==> config.mk <==
export PLATFORM = sky130hd
export DESIGN_NAME = motion_sensor_irq_routing
export DESIGN_NICKNAME = d
export VERILOG_FILES = /design/src/verilog/irq_route_pkg.sv /design/src/verilog/motion_sensor_irq_routing.sv
export SDC_FILE = /design/constraint.sdc
export NUM_CORES = 1
export LEC_CHECK = 0
export BUFFER_PORTS_ARGS = -buffer_cell sky130_fd_sc_hd__buf_2
export CAP_MARGIN = 25
export CORE_MARGIN = 4
export CORE_UTILIZATION = 38
export DETAILED_ROUTE_END_ITERATION = 12
export PLACE_DENSITY = 0.58
export SYNTH_ARGS = -nofsm -noshare
export SYNTH_HDL_FRONTEND = slang
export SYNTH_SLANG_ARGS = --single-unit
==> constraint.sdc <==
create_clock -name clock_i -period 14.1 [get_ports clock_i]
set_clock_uncertainty 0.15 [all_clocks]
set_input_delay 1.41 -clock clock_i [delete_from_list [all_inputs] [get_ports clock_i]]
set_output_delay 1.41 -clock clock_i [all_outputs]
set_load 0.005 [all_outputs]
==> src/verilog/irq_route_pkg.sv <==
// constants and carrier types for the motion interrupt routing block
// assumes one 125 mhz clock and a byte-wide register port inside the sensor
package irq_route_pkg;
    // register offsets
    localparam logic [7:0] OFS_MOTION_FLAG = 8'h09;
    localparam logic [7:0] OFS_NEWDATA_FLAG = 8'h0a;
    localparam logic [7:0] OFS_ENABLE_A = 8'h16;
    localparam logic [7:0] OFS_ENABLE_B = 8'h17;
    localparam logic [7:0] OFS_PIN1_ROUTE = 8'h19;
    localparam logic [7:0] OFS_DATA_ROUTE = 8'h1a;
    localparam logic [7:0] OFS_PIN2_ROUTE = 8'h1b;
    localparam logic [7:0] OFS_OUT_CFG = 8'h20;
    localparam logic [7:0] OFS_LATCH = 8'h21;
    localparam logic [7:0] OFS_FALL_DELAY = 8'h22;
    localparam logic [7:0] OFS_FALL_THR = 8'h23;
    localparam logic [7:0] OFS_FALL_MODE = 8'h24;
    // values after reset
    localparam logic [7:0] RST_ZERO = 8'h00;
    localparam logic [7:0] RST_FALL_DELAY = 8'h09;
    localparam logic [7:0] RST_FALL_THR = 8'h30;
    localparam logic [7:0] RST_FALL_MODE = 8'h01;
    // field positions
    localparam int SRC_LO = 6;
    localparam int EN_STAP = 5;
    localparam int EN_DTAP = 4;
    localparam int EN_ORIENT = 3;
    localparam int MUTE_BIT = 7;
    localparam int MUTE_LO = 5;
    localparam int EN_NEWDATA = 4;
    localparam int EN_FALL = 3;
    localparam int CLEAR_BIT = 7;
    localparam int FALL_MODE_BIT = 2;
    // timing
    localparam int CLK_NS = 8;
    localparam int MS_NS = 1000000;
    localparam int MS_CYCLES = MS_NS / CLK_NS;
    localparam int FALL_STEP_MS = 2;
    localparam int TIMER_W = 13;
    // hold time per latch code in ms, zero where the code is not timed
    localparam logic [12:0] HOLD_MS [16] = '{13'h0000, 13'h00fa, 13'h01f4, 13'h03e8,
        13'h07d0, 13'h0fa0, 13'h1f40, 13'h0000, 13'h0000, 13'h0001, 13'h0001,
        13'h0002, 13'h0019, 13'h0032, 13'h0064, 13'h0000};
    // mute time per code in ms: 100 ms, 1 s, 2 s, 4 s
    localparam logic [12:0] MUTE_MS [4] = '{13'h0064, 13'h03e8, 13'h07d0, 13'h0fa0};

    // motion sources in routing bit order
    typedef struct packed {
        logic significant_motion;
        logic orient;
        logic single_tap;
        logic double_tap;
        logic tilt;
        logic [2:0] activity;
        logic step;
    } motion_src_t;

    // fifo and sample events
    typedef struct packed {
        logic new_data;
        logic watermark;
        logic fifo_full;
    } data_src_t;

    // axis magnitudes in freefall threshold units
    typedef struct packed {
        logic [7:0] x;
        logic [7:0] y;
        logic [7:0] z;
    } accel_mag_t;
endpackage

==> src/verilog/motion_sensor_irq_routing.sv <==
// interrupt enable, mute, routing, pin shaping and freefall timing
// assumes detection engines on the same clock give one-cycle event pulses
`timescale 1ns/100ps
module motion_sensor_irq_routing #(
    parameter int MS_CYCLES = irq_route_pkg::MS_CYCLES
) (
    input wire logic clock_i,
    input wire logic sys_rst_i,
    input wire logic [7:0] reg_addr_i,
    input wire logic [7:0] reg_wdata_i,
    input wire logic reg_wr_i,
    output logic [7:0] reg_rdata_o,
    input wire irq_route_pkg::motion_src_t motion_i,
    input wire irq_route_pkg::data_src_t data_i,
    input wire irq_route_pkg::accel_mag_t accel_i,
    output logic [1:0] data_source_o,
    output logic irq_pin_a_o,
    output logic irq_pin_a_oe_o,
    output logic irq_pin_b_o,
    output logic irq_pin_b_oe_o
);
    logic [7:0] irq_enable_a, irq_enable_b, pin1_motion_routing, data_event_routing;
    logic [7:0] pin2_motion_routing, pin_output_config, pin_latch_mode;
    logic [7:0] fall_delay, fall_threshold, fall_mode, motion_flag;
    logic newdata_flag;
    logic [7:0] next_enable_a, next_enable_b, next_route1, next_route_d, next_route2;
    logic [7:0] next_out_cfg, next_latch, next_fall_delay, next_fall_thr, next_fall_mode;
    logic [7:0] next_motion_flag, next_rdata;
    logic next_newdata_flag;
    logic [1:0] next_data_source;
    logic [31:0] ms_cnt, next_ms_cnt;
    logic ms_tick, next_ms_tick;
    logic [12:0] mute_cnt, next_mute_cnt;
    logic [9:0] fall_cnt, next_fall_cnt;
    logic [9:0] fall_need;
    logic [9:0] mag_sum;
    logic fall_cond, fall_evt, clear_cmd, muted;
    logic [7:0] motion_gated;
    logic [2:0] data_gated;
    logic [1:0] pin_act, pin_hold, next_pin_hold, pin_out, next_pin_out, pin_oe, next_pin_oe;
    logic [12:0] pin_timer [2];
    logic [12:0] next_pin_timer [2];

    wire wr_en = reg_wr_i;
    assign clear_cmd = wr_en && reg_addr_i == irq_route_pkg::OFS_OUT_CFG &&
        reg_wdata_i[irq_route_pkg::CLEAR_BIT];
    assign muted = mute_cnt != 13'h0000;

    // register writes; the clear bit is a command and never stored
    always_comb begin
        next_enable_a = irq_enable_a;
        next_enable_b = irq_enable_b;
        next_route1 = pin1_motion_routing;
        next_route_d = data_event_routing;
        next_route2 = pin2_motion_routing;
        next_out_cfg = pin_output_config;
        next_latch = pin_latch_mode;
        next_fall_delay = fall_delay;
        next_fall_thr = fall_threshold;
        next_fall_mode = fall_mode;
        if (wr_en) begin
            case (reg_addr_i)
                irq_route_pkg::OFS_ENABLE_A: next_enable_a = reg_wdata_i;
                irq_route_pkg::OFS_ENABLE_B: next_enable_b = {reg_wdata_i[7:3], 3'h0};
                irq_route_pkg::OFS_PIN1_ROUTE: next_route1 = reg_wdata_i;
                irq_route_pkg::OFS_DATA_ROUTE: next_route_d = {reg_wdata_i[7:5], 2'h0, reg_wdata_i[2:0]};
                irq_route_pkg::OFS_PIN2_ROUTE: next_route2 = reg_wdata_i;
                irq_route_pkg::OFS_OUT_CFG: next_out_cfg = {4'h0, reg_wdata_i[3:0]};
                irq_route_pkg::OFS_LATCH: next_latch = reg_wdata_i;
                irq_route_pkg::OFS_FALL_DELAY: next_fall_delay = reg_wdata_i;
                irq_route_pkg::OFS_FALL_THR: next_fall_thr = reg_wdata_i;
                irq_route_pkg::OFS_FALL_MODE: next_fall_mode = {5'h00, reg_wdata_i[2:0]};
                default: ;
            endcase
        end
        // mute bit reads back as mute running
        if (!muted && !(wr_en && reg_addr_i == irq_route_pkg::OFS_ENABLE_B)) begin
            next_enable_b[irq_route_pkg::MUTE_BIT] = 1'b0;
        end
        next_data_source = next_enable_a[7:irq_route_pkg::SRC_LO];
    end

    always_ff @(posedge clock_i) begin
        if (sys_rst_i) begin
            irq_enable_a <= irq_route_pkg::RST_ZERO;
            irq_enable_b <= irq_route_pkg::RST_ZERO;
            pin1_motion_routing <= irq_route_pkg::RST_ZERO;
            data_event_routing <= irq_route_pkg::RST_ZERO;
            pin2_motion_routing <= irq_route_pkg::RST_ZERO;
            pin_output_config <= irq_route_pkg::RST_ZERO;
            pin_latch_mode <= irq_route_pkg::RST_ZERO;
            fall_delay <= irq_route_pkg::RST_FALL_DELAY;
            fall_threshold <= irq_route_pkg::RST_FALL_THR;
            fall_mode <= irq_route_pkg::RST_FALL_MODE;
            data_source_o <= 2'h0;
        end else begin
            irq_enable_a <= next_enable_a;
            irq_enable_b <= next_enable_b;
            pin1_motion_routing <= next_route1;
            data_event_routing <= next_route_d;
            pin2_motion_routing <= next_route2;
            pin_output_config <= next_out_cfg;
            pin_latch_mode <= next_latch;
            fall_delay <= next_fall_delay;
            fall_threshold <= next_fall_thr;
            fall_mode <= next_fall_mode;
            data_source_o <= next_data_source;
        end
    end

    // millisecond tick and mute timer
    always_comb begin
        next_ms_tick = 1'b0;
        next_ms_cnt = ms_cnt + 32'h1;
        if (ms_cnt >= 32'(MS_CYCLES - 1)) begin
            next_ms_cnt = 32'h0;
            next_ms_tick = 1'b1;
        end
        next_mute_cnt = mute_cnt;
        if (ms_tick && muted) begin
            next_mute_cnt = mute_cnt - 13'h0001;
        end
        if (wr_en && reg_addr_i == irq_route_pkg::OFS_ENABLE_B && reg_wdata_i[irq_route_pkg::MUTE_BIT]) begin
            next_mute_cnt = irq_route_pkg::MUTE_MS[reg_wdata_i[6:irq_route_pkg::MUTE_LO]];
        end
    end

    always_ff @(posedge clock_i) begin
        if (sys_rst_i) begin
            ms_cnt <= 32'h0;
            ms_tick <= 1'b0;
            mute_cnt <= 13'h0000;
        end else begin
            ms_cnt <= next_ms_cnt;
            ms_tick <= next_ms_tick;
            mute_cnt <= next_mute_cnt;
        end
    end

    // freefall: low magnitude held for the programmed time
    assign mag_sum = 10'(accel_i.x) + 10'(accel_i.y) + 10'(accel_i.z);
    assign fall_need = (10'(fall_delay) + 10'h001) * 10'(irq_route_pkg::FALL_STEP_MS);
    always_comb begin
        if (fall_mode[irq_route_pkg::FALL_MODE_BIT]) begin
            fall_cond = mag_sum < 10'(fall_threshold);
        end else begin
            fall_cond = accel_i.x < fall_threshold && accel_i.y < fall_threshold &&
                accel_i.z < fall_threshold;
        end
        next_fall_cnt = fall_cnt;
        if (!fall_cond) begin
            next_fall_cnt = 10'h000;
        end else if (ms_tick && fall_cnt != 10'h3ff) begin
            next_fall_cnt = fall_cnt + 10'h001;
        end
    end
    assign fall_evt = fall_cond && ms_tick && fall_cnt + 10'h001 == fall_need;

    always_ff @(posedge clock_i) begin
        if (sys_rst_i) begin
            fall_cnt <= 10'h000;
        end else begin
            fall_cnt <= next_fall_cnt;
        end
    end

    // mute gating of every source, enable gating of orient, taps, activity, freefall and new data
    always_comb begin
        motion_gated = '0;
        motion_gated[7] = motion_i.significant_motion;
        motion_gated[6] = motion_i.orient && irq_enable_a[irq_route_pkg::EN_ORIENT];
        motion_gated[5] = motion_i.single_tap && irq_enable_a[irq_route_pkg::EN_STAP];
        motion_gated[4] = motion_i.double_tap && irq_enable_a[irq_route_pkg::EN_DTAP];
        motion_gated[3] = motion_i.tilt;
        motion_gated[2] = |(motion_i.activity & irq_enable_a[2:0]);
        motion_gated[1] = motion_i.step;
        motion_gated[0] = fall_evt && irq_enable_b[irq_route_pkg::EN_FALL];
        data_gated = {data_i.new_data && irq_enable_b[irq_route_pkg::EN_NEWDATA],
            data_i.watermark, data_i.fifo_full};
        if (muted) begin
            motion_gated = '0;
            data_gated = '0;
        end
    end

    // source flags: set wins over the clear command
    always_comb begin
        next_motion_flag = clear_cmd ? 8'h00 : motion_flag;
        next_newdata_flag = clear_cmd ? 1'b0 : newdata_flag;
        next_motion_flag = next_motion_flag | {motion_gated[1], motion_gated[6], motion_gated[5],
            motion_gated[4], motion_gated[7], motion_gated[2], motion_gated[3], motion_gated[0]};
        next_newdata_flag = next_newdata_flag | data_gated[2];
    end

    // routing to the two pins
    assign pin_act[0] = |(motion_gated & pin1_motion_routing) |
        |(data_event_routing[2:0] & {data_gated[0], data_gated[1], data_gated[2]});
    assign pin_act[1] = |(motion_gated & pin2_motion_routing) |
        |(data_event_routing[7:5] & data_gated);

    // per pin latch, hold timer, polarity and driver
    genvar gi;
    generate
        for (gi = 0; gi < 2; gi++) begin : g_pin
            logic [3:0] mode;
            logic timed, latched, asserted, level;
            assign mode = pin_latch_mode[gi*4 +: 4];
            assign latched = mode[2:0] == 3'h7;
            assign timed = mode[2:0] != 3'h0 && !latched;
            always_comb begin
                next_pin_hold[gi] = pin_hold[gi] && latched && !clear_cmd;
                if (pin_act[gi] && latched) begin
                    next_pin_hold[gi] = 1'b1;
                end
                next_pin_timer[gi] = pin_timer[gi];
                if (clear_cmd || !timed) begin
                    next_pin_timer[gi] = 13'h0000;
                end else if (ms_tick && pin_timer[gi] != 13'h0000) begin
                    next_pin_timer[gi] = pin_timer[gi] - 13'h0001;
                end
                if (pin_act[gi] && timed) begin
                    next_pin_timer[gi] = irq_route_pkg::HOLD_MS[mode];
                end
                asserted = pin_act[gi] || pin_hold[gi] || pin_timer[gi] != 13'h0000;
                level = asserted ^ pin_output_config[gi*2];
                next_pin_out[gi] = pin_output_config[gi*2+1] ? 1'b0 : level;
                next_pin_oe[gi] = pin_output_config[gi*2+1] ? !level : 1'b1;
            end
            always_ff @(posedge clock_i) begin
                if (sys_rst_i) begin
                    pin_hold[gi] <= 1'b0;
                    pin_timer[gi] <= 13'h0000;
                    pin_out[gi] <= 1'b0;
                    pin_oe[gi] <= 1'b1;
                end else begin
                    pin_hold[gi] <= next_pin_hold[gi];
                    pin_timer[gi] <= next_pin_timer[gi];
                    pin_out[gi] <= next_pin_out[gi];
                    pin_oe[gi] <= next_pin_oe[gi];
                end
            end
        end
    endgenerate
    assign irq_pin_a_o = pin_out[0];
    assign irq_pin_a_oe_o = pin_oe[0];
    assign irq_pin_b_o = pin_out[1];
    assign irq_pin_b_oe_o = pin_oe[1];

    // read data, one cycle after the address
    always_comb begin
        case (reg_addr_i)
            irq_route_pkg::OFS_MOTION_FLAG: next_rdata = motion_flag;
            irq_route_pkg::OFS_NEWDATA_FLAG: next_rdata = {7'h00, newdata_flag};
            irq_route_pkg::OFS_ENABLE_A: next_rdata = irq_enable_a;
            irq_route_pkg::OFS_ENABLE_B: next_rdata = irq_enable_b;
            irq_route_pkg::OFS_PIN1_ROUTE: next_rdata = pin1_motion_routing;
            irq_route_pkg::OFS_DATA_ROUTE: next_rdata = data_event_routing;
            irq_route_pkg::OFS_PIN2_ROUTE: next_rdata = pin2_motion_routing;
            irq_route_pkg::OFS_OUT_CFG: next_rdata = pin_output_config;
            irq_route_pkg::OFS_LATCH: next_rdata = pin_latch_mode;
            irq_route_pkg::OFS_FALL_DELAY: next_rdata = fall_delay;
            irq_route_pkg::OFS_FALL_THR: next_rdata = fall_threshold;
            irq_route_pkg::OFS_FALL_MODE: next_rdata = fall_mode;
            default: next_rdata = 8'h00;
        endcase
    end

    always_ff @(posedge clock_i) begin
        if (sys_rst_i) begin
            motion_flag <= 8'h00;
            newdata_flag <= 1'b0;
            reg_rdata_o <= 8'h00;
        end else begin
            motion_flag <= next_motion_flag;
            newdata_flag <= next_newdata_flag;
            reg_rdata_o <= next_rdata;
        end
    end
endmodule

==> results.tsv <==
stage	metric	value	unit
run_status	status	finished, final reports clean	
placed_design	io_buffers	68	
synthesis	synthFlopType	dfxtp_1	
critical_path	worstSetupEndpointType	flop	
layout	n_antenna_cell	0	
synthesis	synthTopCellsByCount	nor2_1 (172), dfxtp_1 (171), nand2_1 (86)	
sta	final_hold_viol_count	0	
route	vias_per_cell	5.48	
clock_tree	cts_resized	0	
die	initial_core_util	38.9	%
clock_tree	cts_setup_buffers	0	
global_route	grt_antenna_before_repair	1	
die	dieWidth	169	um
critical_path	critical_path_arrival	5.95	ns
synthesis	synth_area_leader_cell	dfxtp_1	
hold_path	holdPathStages	2	
layout	multi_input_area	5970	um2
clock_tree	hold_buffers	0	
clock_tree	htree_num_levels	4	
sta	relSlewSlack	34.3	%
critical_path	path_cells	buf_2 -> inv_1 -> fa_1 -> inv_1 -> ha_1 -> inv_1 -> fa_1 -> nand2b_1 -> a21oi_1 -> a21o_1 -> a21oi_1 -> xnor2_1 -> ha_1 -> o21ai_0 -> o211ai_1 -> a211oi_1 -> o31ai_1 -> nand3_1 -> a41oi_2 -> and2_1 -> a21oi_1 -> nor4_1	
placed_design	gp_congestion	0.877	
route	vias	8578	
synthesis	synth_cells	1181	
synthesis	synth_most_common_cell	nor2_1	
die	die_h	169	um
route	drc	0	
critical_path	cp.required	14.28	ns
synthesis	ys_ff_latch	171	
sta	setup-tns-final	0	ns
route	postRouteAntennaNets	0	
critical_path	crit_fanout	11	
clock_tree	clockRootBuffer	clkbuf_16	
sta	tightest_slew	0.981	ns
flow_run	maxCapViolCount	0	
synthesis	synth_warnings	0	
placed_design	placed_cell_area	10400	um2
critical_path	ff2ff_path_depth	9	
hold_path	hold_class	flop to flop	
clock_tree	clk_path_buf_depth	2	
power	power_density	108	nW/um2
global_route	grt_pass1_vias	8157	
route	dr.pass1.iters	6	
critical_path	start_kind	primary input	
synthesis	syn_area_per_cell	8.35	um2
sta	grt_setup_unrepaired	no	
layout	seqCellArea	3420	um2
layout	final_area	11000	um2
layout	final_nets	1335	
synthesis	synth_area	9860	um2
synthesis	synth-edff-count	0	
sta	fmax	173	MHz
critical_path	crit_slowest_cell	and2_1	
sta	setup_viol	0	
clock_tree	clk_pin_slew_worst_paths	0.08	ns
layout	drive_above_1_share	11.8	%
synthesis	synthArstFlopShare	0	%
synthesis	synth_top_area_share	34.7	%
clock_tree	numCtsBuffers	17	
critical_path	criticalPathCategory	primary input to flop	
clock_tree	cts_tree	done	
synthesis	netlist_top_cells_area	dfxtp_1 (35%), nor2_1 (6.5%), ha_1 (6.2%)	
die	rows	58	
die	io-pin-count	69	
synthesis	synth_cell_type_count	84	
route	routedWlPerCell	17.3	um
global_route	grt.overflow.total	0	
global_route	grt_pass1_wl	44200	um
route	drtIter0Drc	632	
route	wirelength	27000	um
die	dieArea	28600	um2
die	core	25300	um2
layout	nFillCells	2540	
global_route	grt.total_usage	19.0	%
clock_tree	cts.sinks	171	
placed_design	dp_hpwl	19400	um
sta	finalMaxSlewViolations	0	
synthesis	synth_seq_area_share	34.7	%
sta	period_needed	5.77	ns
power	fin_total_pwr	1.19	mW
sta	fin_crit_sh	40.9	%
clock_tree	clkLatencyLatePin	0.43	ns
layout	areaGrowthSynthToFinish	11.2	%
global_route	grt_max_degree	79	
power	peakVddDrop	0.0702	mV
critical_path	max_stage_delay	0.48	ns
power	p_leak	4.28	nW
==> where the power goes <==
part	internal, mW	leakage (nW)	total, mW	switching [mW]
clock	0.240	0.285	0.475	0.235
sequential	0.501	1.39	0.519	0.0177
combinational	0.0826	2.61	0.193	0.110
==> registers in the layout, indices dropped and copies added (netlist names) <==
register             flops
motion_flag              8
pin_timer               26
data_event_routing       6
pin_hold                 2
irq_pin_b_o              1
irq_pin_b_oe_o           1
fall_delay               8
reg_rdata_o              8
pin2_motion_routing      8
irq_pin_a_o              1
irq_enable_b             5
ms_tick                  1
pin1_motion_routing      8
pin_output_config        4
ms_cnt                  32
mute_cnt                13
fall_cnt                10
pin_latch_mode           8
irq_pin_a_oe_o           1
fall_mode                3
fall_threshold           8
irq_enable_a             8
newdata_flag             1
==> per-layer routing <==
layer | share of wire, % | global-route usage, % | vias up | wire (um)
li1 | - | - | 4291 | -
met1 | 48 | 26.3 | 4056 | 12900
met2 | 45 | 30.0 | 195 | 12300
met3 | 4.4 | 3.78 | 34 | 1200
met4 | 2.3 | 5.64 | 2 | 608
met5 | 0.033 | 0 | - | 9
==> cell families (layout without fill, tap and decap cells) <==
group	count (synthesis)	in the layout	synth area share, %
compound gates	218	218	15.3
buf+inv	115	155	5.36
other cells	1	15	0.0380
simple gates	509	509	25.4
flops	171	171	34.7
fa+ha+maj	58	58	8.05
mux	58	58	6.42
xor+xnor	51	51	4.67
==> worst max-delay path, delay by kind of cell <==
family / cells / cell delay (ns)
adder cells (fa/ha/maj): 4 / 1.35
XOR/XNOR: 1 / 0.14
buffers and inverters: 4 / 0.27
AND/OR/NAND/NOR: 4 / 1.26
AO/OA/AOI/OAI: 9 / 1.52
==> cells in the final DEF, fill, tap and decap left out, drive strengths merged, types with 9 or more instances in the layout <==
| cell | count |
|---|---|
| dfxtp | 171 |
| clkbuf | 17 |
| nand4 | 20 |
| fa | 9 |
| buf | 72 |
| a32oi | 10 |
| nor2b | 10 |
| nand3 | 74 |
| o21ai | 27 |
| a21oi | 71 |
| inv | 59 |
| mux2 | 12 |
| ha | 49 |
| nor4 | 19 |
| nand2b | 13 |
| mux2i | 43 |
| and3 | 12 |
| nor2 | 173 |
| a211oi | 18 |
| a22oi | 25 |
| xnor2 | 30 |
| xor2 | 20 |
| nor3 | 47 |
| conb | 15 |
| nand2 | 86 |
==> cell type report <==
cell class,count,area share [%]
tap,330,3.77
clock buffer,17,3.88
clock inverter,15,1.59
sequential,171,31.2
multi-input combinational,909,54.4
timing repair buffer,72,3.40
inverter,51,1.75
==> worst paths after layout <==
| check | start | end | slack, ns |
|---|---|---|---|
| worst max-delay path | accel_i[1] | pin_timer[1][3] | 8.33 |
| worst max register to register | mute_cnt[2] | pin_timer[0][11] | 10.57 |
| worst min register to register | mute_cnt[12] | mute_cnt[12] | 0.30 |
| worst min-delay path | mute_cnt[12] | mute_cnt[12] | 0.30 |
==> through the flow <==
stage                     hold WS (ns)  utilization (%)  cells  worst slack (ns)
after global routing             0.332             43.3   1565              7.93
final                            0.303             43.3   1565              8.33
after floorplan                  0.231                -   1195              8.68
after CTS                        0.301             43.3   1565              8.35
after global placement           0.290             40.9   1533              8.03
after detailed placement         0.286             40.9   1533              7.91
Power figures use the tool's default switching activity.
